<file path="config.mk">
export PLATFORM = sky130hd
export DESIGN_NAME = hs_clk_ctrl
export DESIGN_NICKNAME = d
export VERILOG_FILES = /design/src/verilog/hs_clk_pkg.sv /design/src/verilog/cpu_div_if.sv /design/src/verilog/cpu_clk_div.sv /design/src/verilog/hs_clk_ctrl.sv
export SDC_FILE = /design/constraint.sdc
export NUM_CORES = 1
export LEC_CHECK = 0
export ABC_CLOCK_PERIOD_IN_PS = 3200
export BUFFER_PORTS_ARGS = -buffer_cell sky130_fd_sc_hd__buf_2
export CAP_MARGIN = 15
export CORE_MARGIN = 4
export CORE_UTILIZATION = 50
export CTS_CLUSTER_DIAMETER = 150
export DETAILED_ROUTE_END_ITERATION = 16
export PLACE_DENSITY_LB_ADDON = 0.25
export SYNTH_ARGS = -nofsm -noshare
export SYNTH_HDL_FRONTEND = slang
export SYNTH_HIERARCHICAL = 1
export SYNTH_SLANG_ARGS = --single-unit
</file>
<file path="constraint.sdc">
create_clock -name mclk -period 3.2 [get_ports mclk]
set_input_delay 0.32 -clock mclk [delete_from_list [all_inputs] [get_ports mclk]]
set_output_delay 0.32 -clock mclk [all_outputs]
set_load 0.02 [all_outputs]
</file>
<file path="src/verilog/hs_clk_pkg.sv">
// Constants and types shared by the high-speed system clock control block.
// Assumes a single 50 MHz mclk domain and an active-high asynchronous reset.
// Function
// gain bit: 0 low band, 1 high band
// gain bit changes only once after reset
// crystal mode gain set halts CPU 4.06-16.12us
// external mode gain set halts 160 clocks
// ext 0, source 1: pins serve resonator
// both 1: pin b clock in, a port
// after reset both pins are ports
// stop bit 0 starts source
// software waits for stabilization before use
// no pin mode change while source runs
// select and mode 1: high-speed drives both
// high-speed main forces high-speed peripheral clock
// divider codes 0-4 give /1../16, default /2
// stop instruction halts source
// software sets stabilization time before stop
// software halts unsupported peripherals before stop
// stop bit 1 halts source
// status reads 0 internal, 1 high-speed
// software checks status 0 before stopping
// unused source leaves pins as ports
// reset selects internal oscillator
// select 0: internal drives both clocks
// status changes only after glitch-free switch
// divider changes at clock boundary
`default_nettype none
package hs_clk_pkg;
  localparam int unsigned CLK_MHZ = 50;
  localparam real HALT_MIN_US = 4.06;
  localparam real HALT_MAX_US = 16.12;
  // Least time rounds up, longest rounds down; we halt for the least.
  localparam int unsigned HALT_XTAL_CYC = int'($ceil(HALT_MIN_US * CLK_MHZ));
  localparam int unsigned HALT_XTAL_MAX_CYC = int'($floor(HALT_MAX_US * CLK_MHZ));
  localparam int unsigned HALT_EXT_EDGES = 160;
  localparam int unsigned SW_SETTLE_CYC = 2;
  localparam logic [2:0] DIV_RESET = 3'h1;
  localparam logic [2:0] DIV_MAX_CODE = 3'h4;
  typedef enum logic [1:0] {PIN_PORT, PIN_XTAL, PIN_EXT} pin_mode_t;
  typedef enum {SW_INT, SW_TO_HS, SW_HS, SW_TO_INT} sw_state_t;
endpackage
`default_nettype wire
</file>
<file path="src/verilog/cpu_div_if.sv">
// Carrier between the clock controller and its CPU clock divider.
// Assumes both ends run on mclk.
`default_nettype none
interface cpu_div_if;
  logic src_tick;
  logic [2:0] code;
  logic cpu_tick;
  modport ctrl (output src_tick, output code, input cpu_tick);
  modport div (input src_tick, input code, output cpu_tick);
endinterface
`default_nettype wire

</file>
<file path="src/verilog/cpu_clk_div.sv">
// CPU clock divider: counts main clock ticks and emits one CPU tick per period.
// Assumes src_tick is a one-cycle enable on mclk.
`default_nettype none
module cpu_clk_div
  import hs_clk_pkg::*;
(
  // Clock and reset
  input wire logic mclk,
  input wire logic rst,
  // Controller side
  cpu_div_if.div dv
);
  typedef struct packed
  {
    logic [3:0] cnt;
    logic [2:0] code;
    logic tick;
  } div_state_t;
  div_state_t s_r;
  div_state_t s_nxt;
  logic [3:0] limit;

  always_comb
  begin
    s_nxt = s_r;
    s_nxt.tick = 1'b0;
    limit = 4'((5'h1 << s_r.code) - 5'h1);
    if (dv.src_tick)
    begin
      if (s_r.cnt >= limit)
      begin
        s_nxt.cnt = 4'h0;
        s_nxt.tick = 1'b1;
        // A new ratio is latched only when a period ends, so no short pulse.
        if (dv.code <= DIV_MAX_CODE)
        begin
          s_nxt.code = dv.code;
        end
      end
      else
      begin
        s_nxt.cnt = s_r.cnt + 4'h1;
      end
    end
  end

  always_ff @(posedge mclk or posedge rst)
  begin
    if (rst)
    begin
      s_r <= '{cnt: 4'h0, code: DIV_RESET, tick: 1'b0};
    end
    else
    begin
      s_r <= s_nxt;
    end
  end

  assign dv.cpu_tick = s_r.tick;
endmodule
`default_nettype wire

</file>
<file path="src/verilog/hs_clk_ctrl.sv">
// High-speed system clock control: pin mode, gain band, start/stop, source mux,
// CPU clock halt and CPU divider. Control bits are plain ports from software.
// Assumes hs_clk_in comes from a pin and is sampled here; int_tick is on mclk.
`default_nettype none
module hs_clk_ctrl
  import hs_clk_pkg::*;
(
  // Clock and reset
  input wire logic mclk,
  input wire logic rst,
  // Software control bits
  input wire logic osc_gain_range,
  input wire logic gain_write,
  input wire logic ext_input_select,
  input wire logic hs_source_enable,
  input wire logic main_source_stop,
  input wire logic main_src_select,
  input wire logic main_clock_mode_bit,
  input wire logic [2:0] cpu_divider_code,
  input wire logic stop_exec,
  input wire logic stop_release,
  // Clock sources: int_tick as an enable, hs_clk_in as a raw pin level
  input wire logic int_tick,
  input wire logic hs_clk_in,
  // Status and outputs
  output logic cpu_clock_status,
  output logic gain_band_high,
  output logic gain_locked,
  output logic [1:0] pin_mode,
  output logic osc_run,
  output logic cpu_halt,
  output logic periph_tick,
  output logic cpu_tick,
  output logic stop_mode
);
  // ==========
  // State
  typedef struct packed
  {
    logic sync1;
    logic sync2;
    logic hs_prev;
    logic gain;
    logic gain_lock;
    logic [1:0] pmode;
    logic run;
    logic stop;
    sw_state_t sw;
    logic [1:0] settle;
    logic use_hs;
    // Ten bits cover both halt lengths; a longer halt would need a wider field.
    logic [9:0] halt_cnt;
    logic halt;
    logic ptick;
  } ctl_state_t;
  ctl_state_t s_r;
  ctl_state_t s_nxt;
  logic hs_edge;
  logic want_hs;
  cpu_div_if dv ();

  // ==========
  // Next state
  always_comb
  begin
    s_nxt = s_r;
    s_nxt.sync1 = hs_clk_in;
    s_nxt.sync2 = s_r.sync1;
    s_nxt.hs_prev = s_r.sync2;
    // Pin edges count only while the source runs, so a pin left in port mode
    // can never advance a counter.
    hs_edge = s_r.sync2 & ~s_r.hs_prev & s_r.run;
    // Pin mode follows the select bits; software keeps them still while running.
    if (ext_input_select && hs_source_enable)
    begin
      s_nxt.pmode = PIN_EXT;
    end
    else if (hs_source_enable)
    begin
      s_nxt.pmode = PIN_XTAL;
    end
    else
    begin
      s_nxt.pmode = PIN_PORT;
    end
    // Entry wins over release in one cycle, so a late release cannot cancel a stop.
    if (stop_exec)
    begin
      s_nxt.stop = 1'b1;
    end
    else if (stop_release)
    begin
      s_nxt.stop = 1'b0;
    end
    // Source runs only when its pins are assigned, unstopped and not in stop mode.
    s_nxt.run = hs_source_enable && !main_source_stop && !s_nxt.stop;
    // First write locks the band; later writes are ignored.
    s_nxt.ptick = 1'b0;
    if (gain_write && !s_r.gain_lock)
    begin
      s_nxt.gain = osc_gain_range;
      s_nxt.gain_lock = 1'b1;
      if (osc_gain_range)
      begin
        s_nxt.halt = 1'b1;
        s_nxt.halt_cnt = (s_r.pmode == PIN_EXT) ? 10'(HALT_EXT_EDGES) : 10'(HALT_XTAL_CYC);
      end
    end
    else if (s_r.halt)
    begin
      // External mode counts input clock edges, crystal mode counts mclk.
      // An external halt needs a running pin clock; a stopped source keeps it held.
      if (s_r.pmode != PIN_EXT || hs_edge)
      begin
        s_nxt.halt_cnt = s_r.halt_cnt - 10'h1;
        if (s_r.halt_cnt == 10'h1)
        begin
          s_nxt.halt = 1'b0;
        end
      end
    end
    want_hs = main_src_select && main_clock_mode_bit && s_r.run;
    case (s_r.sw)
      SW_INT:
      begin
        if (want_hs)
        begin
          s_nxt.sw = SW_TO_HS;
          s_nxt.settle = 2'h0;
        end
      end
      SW_TO_HS:
      begin
        // Wait for settled edges of the new source before handing over.
        if (hs_edge)
        begin
          s_nxt.settle = s_r.settle + 2'h1;
        end
        // A request withdrawn during the wait cancels the handover, so the status
        // never rises for a source that is no longer wanted.
        if (!want_hs)
        begin
          s_nxt.sw = SW_INT;
        end
        else if (s_r.settle == 2'(SW_SETTLE_CYC))
        begin
          s_nxt.sw = SW_HS;
          s_nxt.use_hs = 1'b1;
        end
      end
      SW_HS:
      begin
        if (!want_hs)
        begin
          s_nxt.sw = SW_TO_INT;
        end
      end
      SW_TO_INT:
      begin
        if (int_tick)
        begin
          s_nxt.sw = SW_INT;
          s_nxt.use_hs = 1'b0;
        end
      end
      default:
      begin
        s_nxt.sw = SW_INT;
        s_nxt.use_hs = 1'b0;
      end
    endcase
    // Peripheral clock follows the main clock when it is high-speed.
    if (s_r.use_hs)
    begin
      s_nxt.ptick = hs_edge;
    end
    else
    begin
      // With the source selected and running but the main clock still internal, peripherals
      // already take the high-speed clock.
      s_nxt.ptick = main_src_select && s_r.run ? hs_edge : int_tick;
    end
  end

  // ==========
  // Registers
  always_ff @(posedge mclk or posedge rst)
  begin
    if (rst)
    begin
      // Reset returns to the internal oscillator with ports on both pins.
      s_r <= '{sync1: 1'b0, sync2: 1'b0, hs_prev: 1'b0, gain: 1'b0, gain_lock: 1'b0,
               pmode: PIN_PORT, run: 1'b0, stop: 1'b0, sw: SW_INT, settle: 2'h0,
               use_hs: 1'b0, halt_cnt: 10'h0, halt: 1'b0, ptick: 1'b0};
    end
    else
    begin
      s_r <= s_nxt;
    end
  end

  // ==========
  // CPU divider
  assign dv.src_tick = (s_r.use_hs ? hs_edge : int_tick) && !s_r.halt;
  assign dv.code = cpu_divider_code;

  cpu_clk_div u_div (
    .mclk(mclk),
    .rst(rst),
    .dv(dv.div)
  );

  // ==========
  // Outputs
  assign cpu_clock_status = s_r.use_hs;
  assign gain_band_high = s_r.gain;
  assign gain_locked = s_r.gain_lock;
  assign pin_mode = s_r.pmode;
  assign osc_run = s_r.run;
  assign cpu_halt = s_r.halt;
  assign periph_tick = s_r.ptick;
  assign cpu_tick = dv.cpu_tick;
  assign stop_mode = s_r.stop;
endmodule
`default_nettype wire

</file>
# Word level (Yosys, flattened, before mapping)
# Index checks and enable logic that the tools add are counted.
[word_totals] n_memories=0 input_bits=16 register_bits=64 mem_bits_ro=0 ram_bits=0 out_inout_bits=10 latchBits=0 word_cells=94
[op_classes] reduce_logical=23 n_div=0 eq_ne=15 n_mul=0 order_cmp=2 n_shift=1 n_addsub=4 muxes=28 bitwise_logic=4
[op_table] op="32-bit two-way mux" count=4
[op_table] op="32-bit case mux with 4 select lines" count=1
[op_table] op="32-bit by 2-bit equality test with 1-bit output (second input constant)" count=2
[op_table] op="11-bit two-way mux" count=4
[op_table] op="34-bit two-way mux" count=1
[op_table] op="32-bit by 1-bit equality test with 1-bit output (second input constant)" count=1
[op_table] op="32-bit logical NOT" count=1
[op_table] op="2-bit inequality test (second input constant)" count=8
[op_table] op="1-bit two-way mux" count=12
[op_table] op="10-bit by 1-bit equality test with 1-bit output (second input constant)" count=1
[op_table] op="10-bit by 1-bit subtractor with 10-bit output (second input constant)" count=1
[op_table] op="3-bit AND reduction" count=3
[op_table] op="1-bit logical AND" count=8
[op_table] op="4-bit AND reduction" count=2
[op_table] op="7-bit two-way mux" count=1
[op_table] op="2-bit nonzero test" count=3
[op_table] op="4-bit by 1-bit adder with 4-bit output (second input constant)" count=1
[op_table] op="2-bit equality test (second input constant)" count=2
[op_table] op="4-bit >= comparator" count=1
[op_table] op="1-bit logical NOT" count=4
[op_table] op="2-bit two-way mux" count=2
[op_table] op="4-bit two-way mux" count=1
[op_table] op="2-bit case mux with 2 select lines" count=1
[op_table] op="1-bit by 3-bit left shift with 4-bit output (first input constant)" count=1
[op_table] op="9 further kinds" count=11

# Depth between registers and ports, before layout
[depth] depth_word=7 depth_mapped=9 depth_no_buf=9

# Cells and area by module
# Netlist, hierarchy kept.
[by_module_without_submodules] module="hs_clk_ctrl" instances=1 area_each_um2=1244.9 cells_each=120 seq_area_each_um2=650.6
[by_module_without_submodules] module="cpu_clk_div" instances=1 area_each_um2=533.0 cells_each=54 seq_area_each_um2=201.4

# Worst setup path after synthesis
# No wires, ideal clock.
[synth_timing] path_type="flip-flop to flip-flop" startpoint="register u_div/s_r[1] (netlist name)" endpoint="register u_div/s_r[3] (netlist name)" arrival_ns=1.945 required_ns=3.081 period_less_slack_ns=2.064 setup_ns=0.119 slack_ns=1.136 path_stages_with_launch=9 cell_sequence="dfstp_2 > nand3_1 > ha_1 > xor2_1 > ha_1 > o21a_2 > nor2_2 > or4b_4 > o21a_1"
[synth_between] elab_chain_cells=4
[synth_rtl] element="from (decl)" line="cpu_clk_div.sv:19" source="div_state_t s_r;"
[synth_rtl] element="from (signal assigned)" line="cpu_clk_div.sv:51" source="s_r <= '{cnt: 4'h0, code: DIV_RESET, tick: 1'b0};"
[synth_rtl] element="from (signal assigned)" line="cpu_clk_div.sv:55" source="s_r <= s_nxt;"
[synth_rtl] element="1-bit by 3-bit left shift with 4-bit output" line="cpu_clk_div.sv:27" source="limit = 4'((5'h1 << s_r.code) - 5'h1);"
[synth_rtl] element="4-bit by 1-bit subtractor with 4-bit output" line="cpu_clk_div.sv:27"
[synth_rtl] element="4-bit >= comparator" line="cpu_clk_div.sv:30" source="if (s_r.cnt >= limit)"
[synth_rtl] element="3-bit AND reduction (no line)"
# Every way passes these cells.
# A chain may end at the register's enable or synchronous reset.

# Final worst setup path
[layout_timing] startpoint="register u_div/s_r[1] (netlist name)" endpoint="register u_div/s_r[1] (netlist name)"
# Same word-level chain as after synthesis.

==> metrics.yaml <==
worst_setup_path:
  critPathSlowestCell: "dfstp_2"
  path_cells: "inv_1, nand3_1, ha_1, xor2_1, ha_1, o21a_2, nor2_2, or4b_4, a32oi_1"
  end_kind: "register"
  required_ps: 3460
  slowest_delay_ps: 540
  reg2reg_depth: 9
  r2r-start: "u_div/s_r[1]"
  critPathKind: "register to register"
  cp_max_fo: 5
  r2r_setup_slack_ps: 990
  startpoint_type: "register"
  worstReg2RegEnd: "u_div/s_r[1]"
  cp.arrival_ps: 2470
  crit_top_cell: "ha_1"
synth:
  synth-edff-count: 0
  ys_seq_area_share_pct: 47.9
  synthFlopType: "dfrtp_1"
  synthCells: 174
  ys_seq_elements: 34
  netlist_area_um2: 1780
  synth_nets: 199
  async_reset_ff_share_pct: 100
  syn_area_per_cell_um2: 10.2
  synth.distinct_cells: 49
  synth_warnings: 6
power:
  pwr-share-comb_pct: 37.5
  switchingPower_uw: 567
  switching_share_pct: 36.9
  p_per_area_nw_per_um2: 762
  seq_power_share_pct: 42.6
  p_int_uw: 971
  leakage_uw: 0.000983
  vdd.ir_drop.worst_uv: 356
  clockPowerShare_pct: 19.9
global_route:
  grt_pass1_vias: 1364
  grt_antenna_before_repair: 0
  grt_max_degree: 27
  grt_usage_pct: 17.5
  gr-total-overflow: 0
  grt_pass1_wl_mm: 5.94
sta:
  whs_ps: 88.0
  setup-violations-final: 0
  relSlewSlack_pct: 34.8
  rsz0062_at_grt: "no"
  hold_viol: 0
  max_freq_mhz: 453
  slew_viol_final: 0
  period_share_pct: 69.1
  tightest_slew_ps: 977
  fin_tns_setup_ps: 0
  skew_ps: 9.50
  min_period_ps: 2210
clock_tree:
  clkSlewWorstSetupHoldPaths_ps: 100
  cts_max_level: 2
  cts_root_buffer: "clkbuf_4"
  cts_tree: "done"
  post_cts_buffers: 0
  cts_buffers: 5
  clock-sinks: 34
  clk_latency_ps: 330
  clk_path_buf_depth: 2
min_path:
  hold_path.startpoint: "hs_clk_in"
  holdPathEnd: "s_nxt[54]"
  hp-class: "primary input to register"
  holdPathStages: 1
place:
  hpwlAfterDp_mm: 2.65
  port_buffers: 25
  place_congestion: 0.761
drt:
  via_per_inst: 5.50
  drt_iter0_markers: 54
  first_pass_iters: 4
  wl_per_cell_um: 14.0
  ant_nets: 0
  totalWireLength_mm: 3.49
  num_vias: 1374
  drc: 0
cells_and_area:
  area_delta_synth_final_pct: 13.5
  fill_cells: 293
  fin_nets: 228
  diodes: 0
  utilization_pct: 59.5
  drive_gt1_share_pct: 20.6
die:
  die-area_um2: 4570
  start_util_pct: 52.5
  die_width_um: 67.6
  std_cell_rows: 21
  ios: 26
  coreArea_um2: 3390
  die_h_um: 67.6
outcome:
  outcome: "finished, final reports clean"
flow_run:
  drv_cap: 0
==> layer usage <==
| layer | vias up | wire length, um | track usage, % |
|---|---|---|---|
| met4 | 0 | 53 | 8.35 |
| met1 | 661 | 1500 | 20.6 |
| li1 | 680 | - | - |
| met3 | 6 | 151 | 5.16 |
| met2 | 27 | 1790 | 28.9 |
| met5 | - | 0 | 0 |
==> per-stage QoR <==
| stage | setup slack [ps] | total power [uW] | cell area, um2 | std cells |
|---|---|---|---|---|
| after floorplan | 1140 | 1120 | 1780 | 174 |
| after global placement | 1080 | 1190 | 1930 | 241 |
| after detailed placement | 1010 | 1240 | 1930 | 241 |
| after CTS | 984 | 1550 | 2020 | 250 |
| after global routing | 826 | 1670 | 2020 | 250 |
| final | 990 | 1540 | 2020 | 250 |
==> critical path, delay by kind of cell (launching register included) <==
kind            cells  cell delay, ps
flops               1             540
compound gates      2             320
simple gates        3             660
buf+inv             1              60
xor+xnor            1             150
fa+ha+maj           2             400
==> kinds of logic (layout without fill, tap and decap cells) <==
logic type               after synthesis  after routing  synth area share, %
flip-flops                            34             34                 47.9
buffers and inverters                 19             49                 4.93
AO/OA/AOI/OAI                         37             37                 15.3
AND/OR/NAND/NOR                       67             67                 21.1
multiplexers                           7              7                 3.94
XOR/XNOR                               1              1                0.493
adder cells (fa/ha/maj)                9              9                 6.33
==> what timing repair did <==
action,in CTS,in global routing
hold endpoints to repair,7,0
gates resized for setup,0,0
hold buffers,1,0
==> registers in the layout, summed over array words and instances (netlist names) <==
register,cells
u_div/dv.cpu_tick,1
osc_run,1
stop_mode,1
gain_band_high,1
u_div/s_r,7
pin_mode,2
s_r,15
gain_locked,1
periph_tick,1
cpu_clock_status,1
s_nxt,2
cpu_halt,1
==> synthesized netlist by cell type, drive strengths merged (4+ instances only) <==
| library cell | count | area share, % |
|---|---|---|
| a21oi | 6 | 1.7 |
| buf | 4 | 1.8 |
| dfrtp | 33 | 46 |
| ha | 9 | 6.3 |
| inv | 14 | 3.0 |
| mux2i | 7 | 3.9 |
| nand2 | 21 | 4.4 |
| nand2b | 5 | 2.2 |
| nand3 | 7 | 2.0 |
| nor2 | 10 | 2.3 |
| o21ai | 8 | 2.3 |
==> cell type report <==
type | instances | area [um2] | area share, %
Inverter | 14 | 52.6 | 2.60
Multi-Input combinational cell | 121 | 838 | 41.5
Tap cell | 46 | 57.6 | 2.85
Clock buffer | 7 | 45.0 | 2.23
Clock inverter | 1 | 30.0 | 1.49
Sequential cell | 34 | 852 | 42.2
Timing Repair Buffer | 27 | 143 | 7.07
==> cell usage in the layout (no fill, tap or decap), types with 2 or more instances in the layout <==
| cell type | count |
|---|---|
| and2_1 | 2 |
| o21ai_1 | 3 |
| nor2_1 | 9 |
| ha_1 | 9 |
| nand2_1 | 21 |
| or4_4 | 2 |
| nor3_1 | 3 |
| nor3b_1 | 2 |
| nor4_1 | 2 |
| a21oi_1 | 6 |
| o211ai_1 | 2 |
| o31ai_1 | 3 |
| o21ai_0 | 5 |
| o22ai_1 | 3 |
| a32oi_1 | 2 |
| clkbuf_1 | 2 |
| nand2b_1 | 4 |
| clkbuf_4 | 5 |
| inv_1 | 14 |
| buf_2 | 25 |
| nand3_1 | 7 |
| and3b_1 | 2 |
| nor2b_1 | 3 |
| and3_1 | 3 |
| mux2i_1 | 7 |
| dfrtp_1 | 33 |
==> power by group through the flow <==
stage	Combinational (uW)	Sequential (uW)	Clock, uW
after floorplan	483	634	0
after global placement	543	648	0
after detailed placement	582	661	0
after CTS	586	653	312
after global routing	662	674	337
final	577	655	305
==> how the worst max path moves through the flow <==
stage                 start      endpoint  slack (ps)  depth (start not counted)
2_1_floorplan  u_div/s_r[1]  u_div/s_r[3]        1140                          8
3_3_place_gp   u_div/s_r[1]  u_div/s_r[2]        1080                          9
3_5_place_dp   u_div/s_r[1]  u_div/s_r[1]        1010                          9
4_1_cts        u_div/s_r[1]  u_div/s_r[1]         980                          9
5_1_grt        u_div/s_r[1]  u_div/s_r[1]         830                          9
6_report       u_div/s_r[1]  u_div/s_r[1]         990                          9
No activity file was read; power rests on OpenSTA's default activity.
